## src/logic/fbx_cfg.svh

```systemverilog
// Constants for the fieldbus buffer exchange framer: sizes, codes and reset values.
`ifndef FBX_CFG_SVH
`define FBX_CFG_SVH
`define FBX_BUF_DEPTH 64
`define FBX_REQ_SLOTS 24
`define FBX_REQ_IDX_W 5
`define FBX_ID_MIN 8'h01
`define FBX_ID_MAX 8'hf7
`define FBX_REQ_HDR 9'h003
`define FBX_FC_COIL_WR 8'h05
`define FBX_FC_REG_WR 8'h06
`define FBX_FC_COILS_WR 8'h0f
`define FBX_FC_REGS_WR 8'h10
`define FBX_CH_COLON 8'h3a
`define FBX_CH_CR 8'h0d
`define FBX_CH_LF 8'h0a
`define FBX_CH_DIGIT0 8'h30
`define FBX_CH_ALPHA_OFS 8'h37
`define FBX_CH_UPPER_A 8'h41
`define FBX_CH_UPPER_F 8'h46
`define FBX_CH_DIGIT9 8'h39
`define FBX_TRIG_RST 8'h00
`define FBX_LEN_RST 8'h00
`endif

```

## src/logic/fbx_pkg.sv

```systemverilog
// Types and shared helper functions of the fieldbus buffer exchange framer.
package fbx_pkg;
`include "fbx_cfg.svh"
    typedef enum logic [1:0] {
        FBX_PROTO_RTU_SLAVE = 2'b00,
        FBX_PROTO_RTU_MASTER = 2'b01,
        FBX_PROTO_TRANSPARENT = 2'b11,
        FBX_PROTO_OTHER = 2'b10
    } fbx_proto_e;
    typedef enum logic [2:0] {
        FBX_AT_COLON = 3'b000,
        FBX_AT_HI = 3'b001,
        FBX_AT_LO = 3'b011,
        FBX_AT_CR = 3'b010,
        FBX_AT_LF = 3'b110
    } fbx_at_e;
    typedef enum logic [1:0] {
        FBX_RQ_IDLE = 2'b00,
        FBX_RQ_SEND = 2'b01,
        FBX_RQ_WAIT = 2'b11
    } fbx_rq_e;

    function automatic logic fbx_fc_is_write(input logic [7:0] fc);
        return fc == `FBX_FC_COIL_WR || fc == `FBX_FC_REG_WR ||
               fc == `FBX_FC_COILS_WR || fc == `FBX_FC_REGS_WR;
    endfunction

    function automatic logic [7:0] fbx_hex_char(input logic [3:0] n);
        return (n < 4'ha) ? (`FBX_CH_DIGIT0 + {4'h0, n}) : (`FBX_CH_ALPHA_OFS + {4'h0, n});
    endfunction

    // Returns {valid, nibble}; only upper-case hex digits are accepted.
    function automatic logic [4:0] fbx_hex_val(input logic [7:0] c);
        logic [7:0] t;
        t = 8'h00;
        if (c >= `FBX_CH_DIGIT0 && c <= `FBX_CH_DIGIT9) begin
            t = c - `FBX_CH_DIGIT0;
            return {1'b1, t[3:0]};
        end
        if (c >= `FBX_CH_UPPER_A && c <= `FBX_CH_UPPER_F) begin
            t = c - `FBX_CH_ALPHA_OFS;
            return {1'b1, t[3:0]};
        end
        return 5'h00;
    endfunction
endpackage

```

## src/logic/fbx_ascii_tx.sv

```systemverilog
// Serial transmit shaper: passes bytes through or encodes them as ASCII frames.
`include "fbx_cfg.svh"
module fbx_ascii_tx import fbx_pkg::*; (
    input wire logic clk_in,
    input wire logic reset_in,
    input wire logic ascii_en_in,
    input wire logic byte_valid_in,
    input wire logic [7:0] byte_in,
    input wire logic byte_last_in,
    output logic byte_ready_out,
    output logic char_valid_out,
    output logic [7:0] char_out,
    output logic char_last_out,
    input wire logic char_ready_in
);
    fbx_at_e st_q, st_d;
    logic valid_q, last_q;
    logic [7:0] char_q;
    logic [7:0] char_d;
    wire logic load = !valid_q || char_ready_in;
    wire logic tail = st_q == FBX_AT_CR || st_q == FBX_AT_LF;
    wire logic go = load && (ascii_en_in ? (tail || byte_valid_in) : byte_valid_in);

    assign byte_ready_out = load && (ascii_en_in ? st_q == FBX_AT_LO : 1'b1);
    assign char_valid_out = valid_q;
    assign char_out = char_q;
    assign char_last_out = last_q;

    // Each ASCII frame is a colon, two hex digits per byte, then CR LF.
    always_comb begin
        st_d = st_q;
        char_d = byte_in;
        if (ascii_en_in) begin
            unique case (st_q)
                FBX_AT_COLON: begin
                    char_d = `FBX_CH_COLON;
                    st_d = FBX_AT_HI;
                end
                FBX_AT_HI: begin
                    char_d = fbx_hex_char(byte_in[7:4]);
                    st_d = FBX_AT_LO;
                end
                FBX_AT_LO: begin
                    char_d = fbx_hex_char(byte_in[3:0]);
                    st_d = byte_last_in ? FBX_AT_CR : FBX_AT_HI;
                end
                FBX_AT_CR: begin
                    char_d = `FBX_CH_CR;
                    st_d = FBX_AT_LF;
                end
                FBX_AT_LF: begin
                    char_d = `FBX_CH_LF;
                    st_d = FBX_AT_COLON;
                end
                default: begin
                    char_d = `FBX_CH_LF;
                    st_d = FBX_AT_COLON;
                end
            endcase
        end
    end

    always_ff @(posedge clk_in or posedge reset_in) begin
        if (reset_in) begin
            st_q <= FBX_AT_COLON;
            valid_q <= 1'b0;
            last_q <= 1'b0;
            char_q <= 8'h00;
        end else if (load) begin
            valid_q <= go;
            if (go) begin
                char_q <= char_d;
                last_q <= ascii_en_in ? st_q == FBX_AT_LF : byte_last_in;
                if (ascii_en_in) begin
                    st_q <= st_d;
                end
            end
        end
    end
endmodule

```

## src/logic/fbx_framer.sv

```systemverilog
// Fieldbus buffer exchange framer: send decision, trigger and length bytes, swap, encapsulation.
// Operation
// - On-change mode sends only when the buffer differs from the last one sent.
// - On-trigger mode sends only when the trigger byte has changed.
// - With trigger mode on, each received telegram increments the delivered trigger byte.
// - With trigger mode on, byte zero of both buffers is the trigger byte.
// - With the length byte active, transmit exactly the count held in it; sending stops at the buffer end if the count runs past it.
// - With the length byte active, store the received character count in it.
// - Word swap exchanges the bytes of every 16-bit word in both directions.
// - ASCII variant keeps buffer handling but encodes serial frames as ASCII.
// - TCP encapsulation is allowed only together with the RTU slave protocol.
// - Forward serial master requests to the TCP server and return its responses.
// - Slave ID from both rotary switches is 1 to 247 and must match requests.
// - Dual-bus setup holds up to 24 requests sent over the encapsulation path.
// - Read function codes fill the input buffer; write codes take output data.
`include "fbx_cfg.svh"
module fbx_framer import fbx_pkg::*; #(
    parameter int DEPTH = `FBX_BUF_DEPTH,
    parameter int NREQ = `FBX_REQ_SLOTS,
    parameter int AW = $clog2(`FBX_BUF_DEPTH)
) (
    input wire logic clk_in,
    input wire logic reset_in,
    input wire logic on_trigger_in,
    input wire logic trig_en_in,
    input wire logic len_en_in,
    input wire logic swap_in,
    input wire logic ascii_in,
    input wire logic encap_in,
    input wire logic dual_bus_in,
    input wire fbx_proto_e app_proto_in,
    input wire logic [3:0] slave_id_rotary_switch_a_in,
    input wire logic [3:0] slave_id_rotary_switch_b_in,
    output logic encap_active_out,
    output logic cfg_error_out,
    output logic id_error_out,
    input wire logic fb_wr_in,
    input wire logic [AW-1:0] fb_addr_in,
    input wire logic [7:0] fb_data_in,
    input wire logic fb_cycle_in,
    output logic [7:0] fb_rd_data_out,
    output logic send_busy_out,
    input wire logic rx_valid_in,
    input wire logic [7:0] rx_data_in,
    input wire logic rx_end_in,
    output logic ser_valid_out,
    output logic [7:0] ser_data_out,
    output logic ser_last_out,
    input wire logic ser_ready_in,
    output logic tcp_tx_valid_out,
    output logic [7:0] tcp_tx_data_out,
    output logic tcp_tx_end_out,
    input wire logic tcp_rx_valid_in,
    input wire logic [7:0] tcp_rx_data_in,
    input wire logic tcp_rx_last_in,
    output logic tcp_rx_ready_out,
    input wire logic tbl_wr_in,
    input wire logic [`FBX_REQ_IDX_W-1:0] tbl_idx_in,
    input wire logic [7:0] tbl_fc_in,
    input wire logic [AW-1:0] tbl_map_in,
    input wire logic [7:0] tbl_cnt_in,
    input wire logic req_go_in,
    input wire logic [`FBX_REQ_IDX_W-1:0] req_idx_in,
    output logic req_busy_out
);
    if (DEPTH < 4 || DEPTH > 256 || DEPTH != (1 << AW) || NREQ < 1 || NREQ > 32) begin
        $error("fbx_framer: unsupported DEPTH, AW or NREQ");
    end

    logic [7:0] out_buf [DEPTH];
    logic [7:0] shadow [DEPTH];
    logic [7:0] in_buf [DEPTH];
    logic [7:0] tbl_fc [NREQ];
    logic [AW-1:0] tbl_map [NREQ];
    logic [7:0] tbl_cnt [NREQ];
    logic [7:0] id_meta_q, slave_id_q, last_trig_q, in_trig_q, in_len_q, rx_cnt_q, rx_hi_q;
    logic snd_q, diff_q, rx_ph_q, rx_first_q, drop_q, tcp_end_q, tcp_valid_q;
    logic [7:0] tcp_data_q, fb_rd_q;
    logic [AW-1:0] snd_idx_q;
    logic [8:0] rq_k_q, rs_k_q, sent_n_q;
    logic [`FBX_REQ_IDX_W-1:0] rq_idx_q;
    fbx_rq_e rq_st_q;

    // Byte swap within each 16-bit word is a flip of the lowest address bit.
    function automatic logic [AW-1:0] fb_map(input logic [AW-1:0] a, input logic sw);
        return sw ? {a[AW-1:1], ~a[0]} : a;
    endfunction

    // Trigger byte at zero, length byte right after it, payload after both.
    wire logic [AW-1:0] len_pos = AW'(trig_en_in);
    wire logic [AW-1:0] pay_start = AW'(trig_en_in) + AW'(len_en_in);
    wire logic [8:0] pay_cnt = len_en_in ? {1'b0, out_buf[len_pos]} : 9'(DEPTH) - 9'(pay_start);
    wire logic [8:0] pay_end = 9'(pay_start) + pay_cnt;
    wire logic in_range = snd_idx_q >= pay_start && 9'(snd_idx_q) < pay_end;
    wire logic pay_last = 9'(snd_idx_q) + 9'h001 == pay_end;

    wire logic id_ok = slave_id_q >= `FBX_ID_MIN && slave_id_q <= `FBX_ID_MAX;
    wire logic encap_ok = encap_in && app_proto_in == FBX_PROTO_RTU_SLAVE;
    wire logic encap_act = encap_ok && id_ok;
    wire logic fwd_mode = encap_act && !dual_bus_in;
    wire logic tbl_mode = encap_act && dual_bus_in;
    assign encap_active_out = encap_act;
    assign cfg_error_out = encap_in && !encap_ok;
    assign id_error_out = encap_ok && !id_ok;

    wire logic trig_changed = out_buf[0] != last_trig_q;
    wire logic snd_go = fb_cycle_in && !snd_q && !fwd_mode &&
                        (on_trigger_in ? trig_changed : diff_q);
    wire logic byte_ready;
    wire logic snd_adv = snd_q && (!in_range || byte_ready);
    wire logic snd_done = snd_adv && snd_idx_q == AW'(DEPTH - 1);
    wire logic [AW-1:0] fb_waddr = fb_map(fb_addr_in, swap_in);
    wire logic fb_diff = fb_wr_in && fb_data_in != shadow[fb_waddr];

    // Receive decode: binary bytes pass through, ASCII pairs hex digits into bytes.
    wire logic [4:0] rx_hex = fbx_hex_val(rx_data_in);
    wire logic rx_colon = rx_valid_in && ascii_in && rx_data_in == `FBX_CH_COLON;
    wire logic rx_byte_v = ascii_in ? rx_valid_in && rx_hex[4] && rx_ph_q : rx_valid_in;
    wire logic [7:0] rx_byte = ascii_in ? {rx_hi_q[3:0], rx_hex[3:0]} : rx_data_in;
    wire logic rx_id_bad = rx_first_q && rx_byte != slave_id_q;

    // Request table slot in use and the response data it steers.
    wire logic [7:0] rq_fc = tbl_fc[rq_idx_q];
    wire logic [7:0] rq_cnt = tbl_cnt[rq_idx_q];
    wire logic rq_wr = fbx_fc_is_write(rq_fc);
    wire logic [8:0] rq_total = rq_wr ? `FBX_REQ_HDR + {1'b0, rq_cnt} : `FBX_REQ_HDR;
    wire logic [AW-1:0] rq_addr = tbl_map[rq_idx_q] + AW'(rq_k_q - `FBX_REQ_HDR);
    wire logic [AW-1:0] rs_addr = tbl_map[rq_idx_q] + AW'(rs_k_q - `FBX_REQ_HDR);
    wire logic rq_accept = tbl_mode && req_go_in && rq_st_q == FBX_RQ_IDLE &&
                           32'(req_idx_in) < NREQ;
    wire logic rs_take = rq_st_q == FBX_RQ_WAIT && tcp_rx_valid_in;
    wire logic rsp_wr = rs_take && !rq_wr && rs_k_q >= `FBX_REQ_HDR;
    wire logic [7:0] rq_byte = rq_k_q == 9'h000 ? slave_id_q :
                               rq_k_q == 9'h001 ? rq_fc :
                               rq_k_q == 9'h002 ? rq_cnt : out_buf[rq_addr];

    // Input buffer has one write port shared by serial receive and table responses.
    wire logic [8:0] rx_waddr = 9'(pay_start) + {1'b0, rx_cnt_q};
    wire logic ser_wr = rx_byte_v && !encap_act && rx_waddr < 9'(DEPTH);
    wire logic in_wr = ser_wr || rsp_wr;
    wire logic [AW-1:0] in_waddr = rsp_wr ? rs_addr : AW'(rx_waddr);
    wire logic [7:0] in_wdata = rsp_wr ? tcp_rx_data_in : rx_byte;
    wire logic rx_done = (rx_end_in && !encap_act) || (rs_take && tcp_rx_last_in);
    wire logic [7:0] len_val = rs_take ? rs_k_q[7:0] + 8'h01 : rx_cnt_q;

    wire logic [AW-1:0] rd_addr = fb_map(fb_addr_in, swap_in);
    wire logic [7:0] rd_view = (trig_en_in && rd_addr == '0) ? in_trig_q :
                               (len_en_in && rd_addr == len_pos) ? in_len_q : in_buf[rd_addr];

    wire logic sh_valid = fwd_mode ? tcp_rx_valid_in : snd_q && in_range;
    wire logic [7:0] sh_byte = fwd_mode ? tcp_rx_data_in : out_buf[snd_idx_q];
    wire logic sh_last = fwd_mode ? tcp_rx_last_in : pay_last;
    assign tcp_rx_ready_out = fwd_mode ? byte_ready : 1'b1;
    assign fb_rd_data_out = fb_rd_q;
    assign send_busy_out = snd_q;
    assign tcp_tx_valid_out = tcp_valid_q;
    assign tcp_tx_data_out = tcp_data_q;
    assign tcp_tx_end_out = tcp_end_q;
    assign req_busy_out = rq_st_q != FBX_RQ_IDLE;

    fbx_ascii_tx u_ascii_tx (
        .clk_in(clk_in),
        .reset_in(reset_in),
        .ascii_en_in(ascii_in),
        .byte_valid_in(sh_valid),
        .byte_in(sh_byte),
        .byte_last_in(sh_last),
        .byte_ready_out(byte_ready),
        .char_valid_out(ser_valid_out),
        .char_out(ser_data_out),
        .char_last_out(ser_last_out),
        .char_ready_in(ser_ready_in)
    );

    // Buffers are small enough to live in flops, so they get a defined reset image.
    always_ff @(posedge clk_in or posedge reset_in) begin
        if (reset_in) begin
            for (int i = 0; i < DEPTH; i++) begin
                out_buf[i] <= 8'h00;
                shadow[i] <= 8'h00;
                in_buf[i] <= 8'h00;
            end
        end else begin
            if (fb_wr_in) out_buf[fb_waddr] <= fb_data_in;
            if (snd_adv) shadow[snd_idx_q] <= out_buf[snd_idx_q];
            if (in_wr) in_buf[in_waddr] <= in_wdata;
        end
    end

    always_ff @(posedge clk_in or posedge reset_in) begin
        if (reset_in) begin
            for (int i = 0; i < NREQ; i++) begin
                tbl_fc[i] <= 8'h00;
                tbl_map[i] <= '0;
                tbl_cnt[i] <= 8'h00;
            end
        end else if (tbl_wr_in && 32'(tbl_idx_in) < NREQ) begin
            tbl_fc[tbl_idx_in] <= tbl_fc_in;
            tbl_map[tbl_idx_in] <= tbl_map_in;
            tbl_cnt[tbl_idx_in] <= tbl_cnt_in;
        end
    end

    // The sender walks the whole buffer so the shadow copy stays complete.
    always_ff @(posedge clk_in or posedge reset_in) begin
        if (reset_in) begin
            snd_q <= 1'b0;
            snd_idx_q <= '0;
            diff_q <= 1'b0;
            last_trig_q <= `FBX_TRIG_RST;
        end else begin
            if (snd_go) begin
                snd_q <= 1'b1;
                snd_idx_q <= '0;
                last_trig_q <= out_buf[0];
            end else if (snd_adv) begin
                snd_idx_q <= snd_idx_q + AW'(1);
                if (snd_done) snd_q <= 1'b0;
            end
            // A differing write in the start cycle keeps the flag set.
            if (fb_diff) diff_q <= 1'b1;
            else if (snd_go) diff_q <= 1'b0;
        end
    end

    // The switches are asynchronous pins and pass two flops first.
    always_ff @(posedge clk_in or posedge reset_in) begin
        if (reset_in) begin
            id_meta_q <= 8'h00;
            slave_id_q <= 8'h00;
            fb_rd_q <= 8'h00;
        end else begin
            id_meta_q <= {slave_id_rotary_switch_a_in, slave_id_rotary_switch_b_in};
            slave_id_q <= id_meta_q;
            fb_rd_q <= rd_view;
        end
    end

    always_ff @(posedge clk_in or posedge reset_in) begin
        if (reset_in) begin
            rx_ph_q <= 1'b0;
            rx_hi_q <= 8'h00;
            rx_cnt_q <= 8'h00;
            rx_first_q <= 1'b1;
            drop_q <= 1'b0;
            in_trig_q <= `FBX_TRIG_RST;
            in_len_q <= `FBX_LEN_RST;
        end else begin
            if (rx_colon || rx_end_in) rx_ph_q <= 1'b0;
            else if (rx_valid_in && rx_hex[4]) begin
                rx_ph_q <= ~rx_ph_q;
                rx_hi_q <= {4'h0, rx_hex[3:0]};
            end
            if (rx_end_in) begin
                rx_cnt_q <= 8'h00;
                rx_first_q <= 1'b1;
            end else if (rx_byte_v) begin
                if (rx_cnt_q != 8'hff) rx_cnt_q <= rx_cnt_q + 8'h01;
                rx_first_q <= 1'b0;
                if (rx_first_q) drop_q <= rx_id_bad;
            end
            // Plain 8-bit add, so 255 rolls to zero and still reads as a change.
            if (rx_done && trig_en_in) in_trig_q <= in_trig_q + 8'h01;
            if (rx_done && len_en_in) in_len_q <= len_val;
        end
    end

    // Encapsulation: forwarded master requests and table requests go out on TCP.
    always_ff @(posedge clk_in or posedge reset_in) begin
        if (reset_in) begin
            tcp_valid_q <= 1'b0;
            tcp_data_q <= 8'h00;
            tcp_end_q <= 1'b0;
            rq_st_q <= FBX_RQ_IDLE;
            rq_idx_q <= '0;
            rq_k_q <= 9'h000;
            rs_k_q <= 9'h000;
        end else begin
            tcp_valid_q <= 1'b0;
            tcp_end_q <= 1'b0;
            if (fwd_mode) begin
                tcp_valid_q <= rx_byte_v && (rx_first_q ? !rx_id_bad : !drop_q);
                tcp_data_q <= rx_byte;
                tcp_end_q <= rx_end_in && !drop_q && !rx_first_q;
            end
            unique case (rq_st_q)
                FBX_RQ_IDLE: if (rq_accept) begin
                    rq_st_q <= FBX_RQ_SEND;
                    rq_idx_q <= req_idx_in;
                    rq_k_q <= 9'h000;
                end
                FBX_RQ_SEND: begin
                    tcp_valid_q <= 1'b1;
                    tcp_data_q <= rq_byte;
                    rq_k_q <= rq_k_q + 9'h001;
                    if (rq_k_q + 9'h001 == rq_total) begin
                        rq_st_q <= FBX_RQ_WAIT;
                        rs_k_q <= 9'h000;
                    end
                end
                FBX_RQ_WAIT: if (rs_take) begin
                    rs_k_q <= rs_k_q + 9'h001;
                    if (tcp_rx_last_in) rq_st_q <= FBX_RQ_IDLE;
                end
                default: rq_st_q <= FBX_RQ_IDLE;
            endcase
            if (rq_st_q == FBX_RQ_SEND && rq_k_q + 9'h001 == rq_total) tcp_end_q <= 1'b1;
        end
    end

    always_ff @(posedge clk_in or posedge reset_in) begin
        if (reset_in) sent_n_q <= 9'h000;
        else if (snd_go) sent_n_q <= 9'h000;
        else if (snd_q && in_range && byte_ready) sent_n_q <= sent_n_q + 9'h001;
    end
endmodule

```

## config.mk

```make
export PLATFORM = sky130hd
export DESIGN_NAME = fbx_framer
export DESIGN_NICKNAME = d
export VERILOG_FILES = /design/src/logic/fbx_pkg.sv /design/src/logic/fbx_ascii_tx.sv /design/src/logic/fbx_framer.sv
export VERILOG_INCLUDE_DIRS = /design/src /design/src/logic
export SDC_FILE = /design/constraint.sdc
export NUM_CORES = 2
export LEC_CHECK = 0
export BUFFER_PORTS_ARGS = -buffer_cell sky130_fd_sc_hd__buf_2
export CELL_PAD_IN_SITES_DETAIL_PLACEMENT = 0
export CELL_PAD_IN_SITES_GLOBAL_PLACEMENT = 1
export CORE_ASPECT_RATIO = 0.7
export CORE_MARGIN = 5
export CORE_UTILIZATION = 40
export DETAILED_ROUTE_END_ITERATION = 16
export MAX_ROUTING_LAYER = met4
export PLACE_DENSITY_LB_ADDON = 0.12
export SKIP_LAST_GASP = 1
export SYNTH_ARGS = -nofsm -noshare
export SYNTH_HDL_FRONTEND = slang
export SYNTH_SLANG_ARGS = --single-unit
```

## constraint.sdc

```tcl
create_clock -name clk_in -period 71.9 [get_ports clk_in]
set_clock_uncertainty 0.2 [all_clocks]
set_input_delay 3.595 -clock clk_in [delete_from_list [all_inputs] [get_ports clk_in]]
set_output_delay 3.595 -clock clk_in [all_outputs]
set_load 0.005 [all_outputs]
```

# Word level (Yosys, flattened, before mapping)
# Cells that the tools add are included.
[word_totals] wordCells=571 rom_bits=0 ff_bits=2183 memories=0 mem_bits_rw=0 latch_bits=0
[classes] muxes=105 n_addsub=22 n_reduce_logical=94 n_eq_ne=25 multipliers=0 div=0 shift=0 bitwise_logic=11 n_lt_le_gt_ge=25
[op_table] operator="$bwmux W512" count=3
[op_table] operator="$bwmux W192" count=2
[op_table] operator="$mux W8" count=35
[op_table] operator="$bmux W8 S6" count=5
[op_table] operator="$bwmux W144" count=1
[op_table] operator="$demux W8 S6" count=3
[op_table] operator="$bmux W8 S5" count=2
[op_table] operator="$logic_and A1 B1 Y1" count=47
[op_table] operator="$mux W9" count=5
[op_table] operator="$demux W8 S5" count=1
[op_table] operator="$mux W6" count=6
[op_table] operator="$pmux W9 S2" count=2
[op_table] operator="$ge A7 B7 Y1 const B" count=5
[op_table] operator="$pmux W8 S4" count=1
[op_table] operator="$bmux W6 S5" count=1
[op_table] operator="$demux W6 S5" count=1
[op_table] operator="$add A6 B4 Y7 const A" count=4
[op_table] operator="$not A6 Y7" count=4
[op_table] operator="$mux W1" count=26
[op_table] operator="$add A8 B1 Y8 const B" count=3
[op_table] operator="$ne A8 B8 Y1" count=3
[op_table] operator="$lt A7 B1 Y1 const B" count=3
[op_table] operator="$mux W5" count=4
[op_table] operator="$reduce_bool A2 Y1" count=10
[op_table] operator="58 further kinds" count=105

# Longest topological paths before layout
[depth] ltp_word=18 ltp_mapped=30 mapped_depth_nobuf=20

# By module
# From an unflattened synthesis, not the netlist that was laid out.
[hier_totals] hier_cells=8316 area_unflattened_um2=102907.4
[modules_own_cells] mod="fbx_framer" n_inst=1 area_per_inst_um2=101945.3 cells_per_inst=8202
[modules_own_cells] mod="fbx_ascii_tx" n_inst=1 area_per_inst_um2=962.2 cells_per_inst=114

# Worst setup path after synthesis
# Ideal clock, no wire load.
[synth_timing] path_type="in2out" start="input app_proto_in[1]" end="output tcp_rx_ready_out" cell_stages=4 arrival_ps=4376 path_slack_ps=63729 path_buffers=0 required_ps=68105 path_cell_list="nor2_1 nand3_1 nor2_1 nand2b_1"
[synth_between] elab_chain_len=5
[synth_lines] element="from (decl)" line_no="fbx_framer.sv:31" source="input wire fbx_proto_e app_proto_in,"
[synth_lines] element="$logic_not A2 Y1" line_no="fbx_framer.sv:98" source="wire logic encap_ok = encap_in && app_proto_in == FBX_PROTO_RTU_SLAVE;"
[synth_lines] element="$logic_and A1 B1 Y1" line_no="fbx_framer.sv:98"
[synth_lines] element="$logic_and A1 B1 Y1" line_no="fbx_framer.sv:99" source="wire logic encap_act = encap_ok && id_ok;"
[synth_lines] element="$logic_and A1 B1 Y1" line_no="fbx_framer.sv:100" source="wire logic fwd_mode = encap_act && !dual_bus_in;"
[synth_lines] element="$mux W1" line_no="fbx_framer.sv:153" source="assign tcp_rx_ready_out = fwd_mode ? byte_ready : 1'b1;"
[synth_lines] element="to (decl)" line_no="fbx_framer.sv:56" source="output logic tcp_rx_ready_out,"
# Every way passes these cells.

# Worst setup path in the final report
# Ends and elaborated chain as after synthesis.

==> results.json <==
{
  "initial_core_util": 0.403,
  "setup_slack_ns": 62.94,
  "yosysUniqueCellTypes": 102,
  "wl_mm": 354,
  "fill_cells": 23600,
  "required_ns": 68.11,
  "clk_latency_ns": 0.91,
  "comb_power_share": 0.398,
  "ys.flop_type": "dfrtp_1",
  "netlist_area_um2": 104000,
  "timing.rr.start": "rq_idx_q[0]",
  "grt_pass1_wl_mm": 517,
  "min-delay-path-class": "register to register",
  "cts_tree": "done",
  "area.growth.synth_to_final_pct": 11.4,
  "dr.pass1.iters": 6,
  "drive_gt1_frac": 0.409,
  "numCtsBuffers": 229,
  "first_iter_violations": 6313,
  "path_clk_slew_ns": 0.06,
  "min_from": "id_meta_q[1]",
  "fin_setup_tns_ns": 0,
  "place_congestion": 0.837,
  "fin_area_um2": 116000,
  "switching_share": 0.385,
  "cp-start-kind": "input port",
  "antenna_found_initial": 26,
  "vias": 69200,
  "ys_async_sr_fraction": 1.00,
  "row_count": 156,
  "finalSetupViolations": 0,
  "outcome": "complete, no violations",
  "routed_via_density": 6.11,
  "slew_headroom": 0.0536,
  "clk_path_buf_depth": 4,
  "maxCapViolations": 0,
  "power_frac_seq": 0.334,
  "hold_path_end": "slave_id_q[1]",
  "ctsHoldBuffers": 0,
  "ys_warn_count": 0,
  "hold_violations": 0,
  "max-vdd-ir-drop_v": 0.0000635,
  "synth-seq-cells": 2183,
  "ant_nets": 0,
  "power.leakage_nw": 53.4,
  "finalCriticalPeriod_ns": 8.97,
  "fmax_ghz": 0.112,
  "endpoint_kind": "output port",
  "rsz0062_at_grt": "false",
  "slew_violations": 0,
  "pwr-share-clk": 0.267,
  "r2r-end": "tcp_tx_data_out[7]",
  "nNetsFinal": 7794,
  "hpwl_mm": 221,
  "ioPinCount": 124,
  "period_share": 0.125,
  "overflow": 0,
  "htree_num_levels": 4,
  "track_usage": 0.265,
  "grt_max_degree": 169,
  "cts_root_buf": "clkbuf_16",
  "cts_sinks": 2183,
  "die-area_um2": 271000,
  "hold_path_depth": 0,
  "postCtsSetupRepairBufs": 0,
  "critPathKind": "input port to output port",
  "synth-edff-count": 0,
  "power_density_nw_per_um2": 38.4,
  "totalPowerFinal_mw": 4.46,
  "seq_area_frac_synth": 0.524,
  "place_worst_setup_slack_ns": 62.73,
  "r2r_cells": 17,
  "portBuffers": 123,
  "r2r_slack_ns": 63.29,
  "postCtsResizedCells": 0,
  "grt_pass1_vias": 70300,
  "dpl_cell_area_um2": 109000,
  "die_width_um": 620,
  "core_um2": 259000,
  "tightestPinTransition_ns": 1.41,
  "avgRoutedWirePerCell_um": 31.3,
  "netSwitchingPower_mw": 1.72,
  "synth_fp_nets": 7851,
  "path_max_fanout": 19,
  "p_int_mw": 2.75,
  "drc": 0,
  "postSynthAreaPerCell_um2": 13.5,
  "die_h_um": 437,
  "cp.arrival_ns": 5.17,
  "synth_cells": 7710
}
worst max path at each step:
stage	start	slack [ns]	end
final	app_proto_in[1]	62.94	tcp_rx_ready_out
after global routing	app_proto_in[1]	62.80	tcp_rx_ready_out
after CTS	app_proto_in[1]	62.78	tcp_rx_ready_out
after detailed placement	len_en_in	62.73	shadow[385]
after global placement	len_en_in	62.65	shadow[384]
after floorplan	reset_in	6.43	diff_q
metrics by stage:
step / hold WS [ns] / std cells / util
floorplan: 0.131 / 7710 / -
global placement: 0.139 / 10900 / 0.420
detailed placement: 0.135 / 10900 / 0.420
CTS: 0.139 / 11300 / 0.449
global route: 0.145 / 11300 / 0.449
finish: 0.127 / 11300 / 0.449
cells in the mapped netlist, drive strengths merged, types with 16 or more instances:
master  number  area [um2]
dfrtp     2182       54600
mux2      2132       24000
clkbuf     449        1700
a22oi      324        2430
nand2      311        1180
mux4       293        6620
o22ai      283        1770
nor2       194         748
mux2i      169        1710
buf        159         840
a21oi      115         576
o21ai      110         554
nand3      105         531
a221oi      76         666
nor4        71         450
nand4       61         382
inv         60         225
xnor2       58         508
nor3        48         452
a22o        47         412
ha          47         588
a31oi       42         263
nor2b       37         231
xor2        37         324
nand2b      28         175
o211ai      28         210
and3        20         126
a41oi       17         149
and2        16         101
worst max-delay path, stage by stage:
cell	delay, ns
buf_2	0.10
nor2_1	0.17
nand3_1	0.46
nor2_2	0.20
buf_4	0.32
nand2b_1	0.15
buf_2	0.15
sequential cells by signal (all words and copies together) (netlist names), 9 cells and up:
name and cells:
rq_k_q 9, shadow 512, out_buf 512, tbl_fc 192
rs_k_q 9, in_buf 512, tbl_cnt 192, tbl_map 144
cells in the final DEF (no fill, tap or decap), types with 13 or more instances in the layout:
master and count:
a21oi_1 111, nor4_1 70, nor3_4 17, nor3_1 23, xnor2_1 55, nand4_1 61, buf_2 122, ha_1 45
mux2i_1 166, buf_4 187, a22oi_1 324, nor2b_1 30, dfrtp_1 2177, a221oi_1 76, clkbuf_16 232, a31oi_1 41
a22o_1 47, xor2_1 35, mux4_2 287, clkinv_2 42, clkbuf_1 59, clkbuf_8 61, mux2_2 2124, nand3_1 101
o211ai_1 28, nand2_1 297, nand2b_1 28, a41oi_1 17, o21ai_0 107, inv_1 57, nor2_2 13, and3_1 19
o22ai_1 283, nor2_1 175
power by group through the flow:
stage	Combinational [mW]	Clock (mW)	Sequential [mW]
finish	1.78	1.19	1.49
global route	1.87	1.27	1.51
CTS	1.77	1.22	1.49
detailed placement	1.76	0	1.51
global placement	1.75	0	1.51
floorplan	1.13	0	1.47
final cells by class:
class	count	area (um2)	area share
Antenna cell	11	27.5	0.000237
Clock buffer	352	6870	0.0591
Clock inverter	56	507	0.00436
Inverter	63	244	0.00210
Multi-Input combinational cell	4856	47300	0.407
Sequential cell	2183	54600	0.471
Tap cell	3476	4350	0.0375
Timing Repair Buffer	320	2230	0.0192
per-layer routing:
layer / track usage / routed length, um
met4: 0.0601 / 8690
met5: - / 0
met3: 0.0438 / 21200
met1: 0.385 / 166000
met2: 0.390 / 158000
cell families (layout without fill, tap and decap cells):
| kind of cell | Yosys count | after routing | synth area share |
|---|---|---|---|
| AO/OA/AOI/OAI | 1164 | 1164 | 0.0777 |
| XOR/XNOR | 96 | 96 | 0.00820 |
| adder cells (fa/ha/maj) | 51 | 51 | 0.00641 |
| buffers and inverters | 671 | 791 | 0.0266 |
| flip-flops | 2183 | 2183 | 0.524 |
| multiplexers | 2594 | 2594 | 0.310 |
| other | 0 | 11 | 0 |
| AND/OR/NAND/NOR | 951 | 951 | 0.0465 |
No activity file was read; power rests on OpenSTA's default activity.
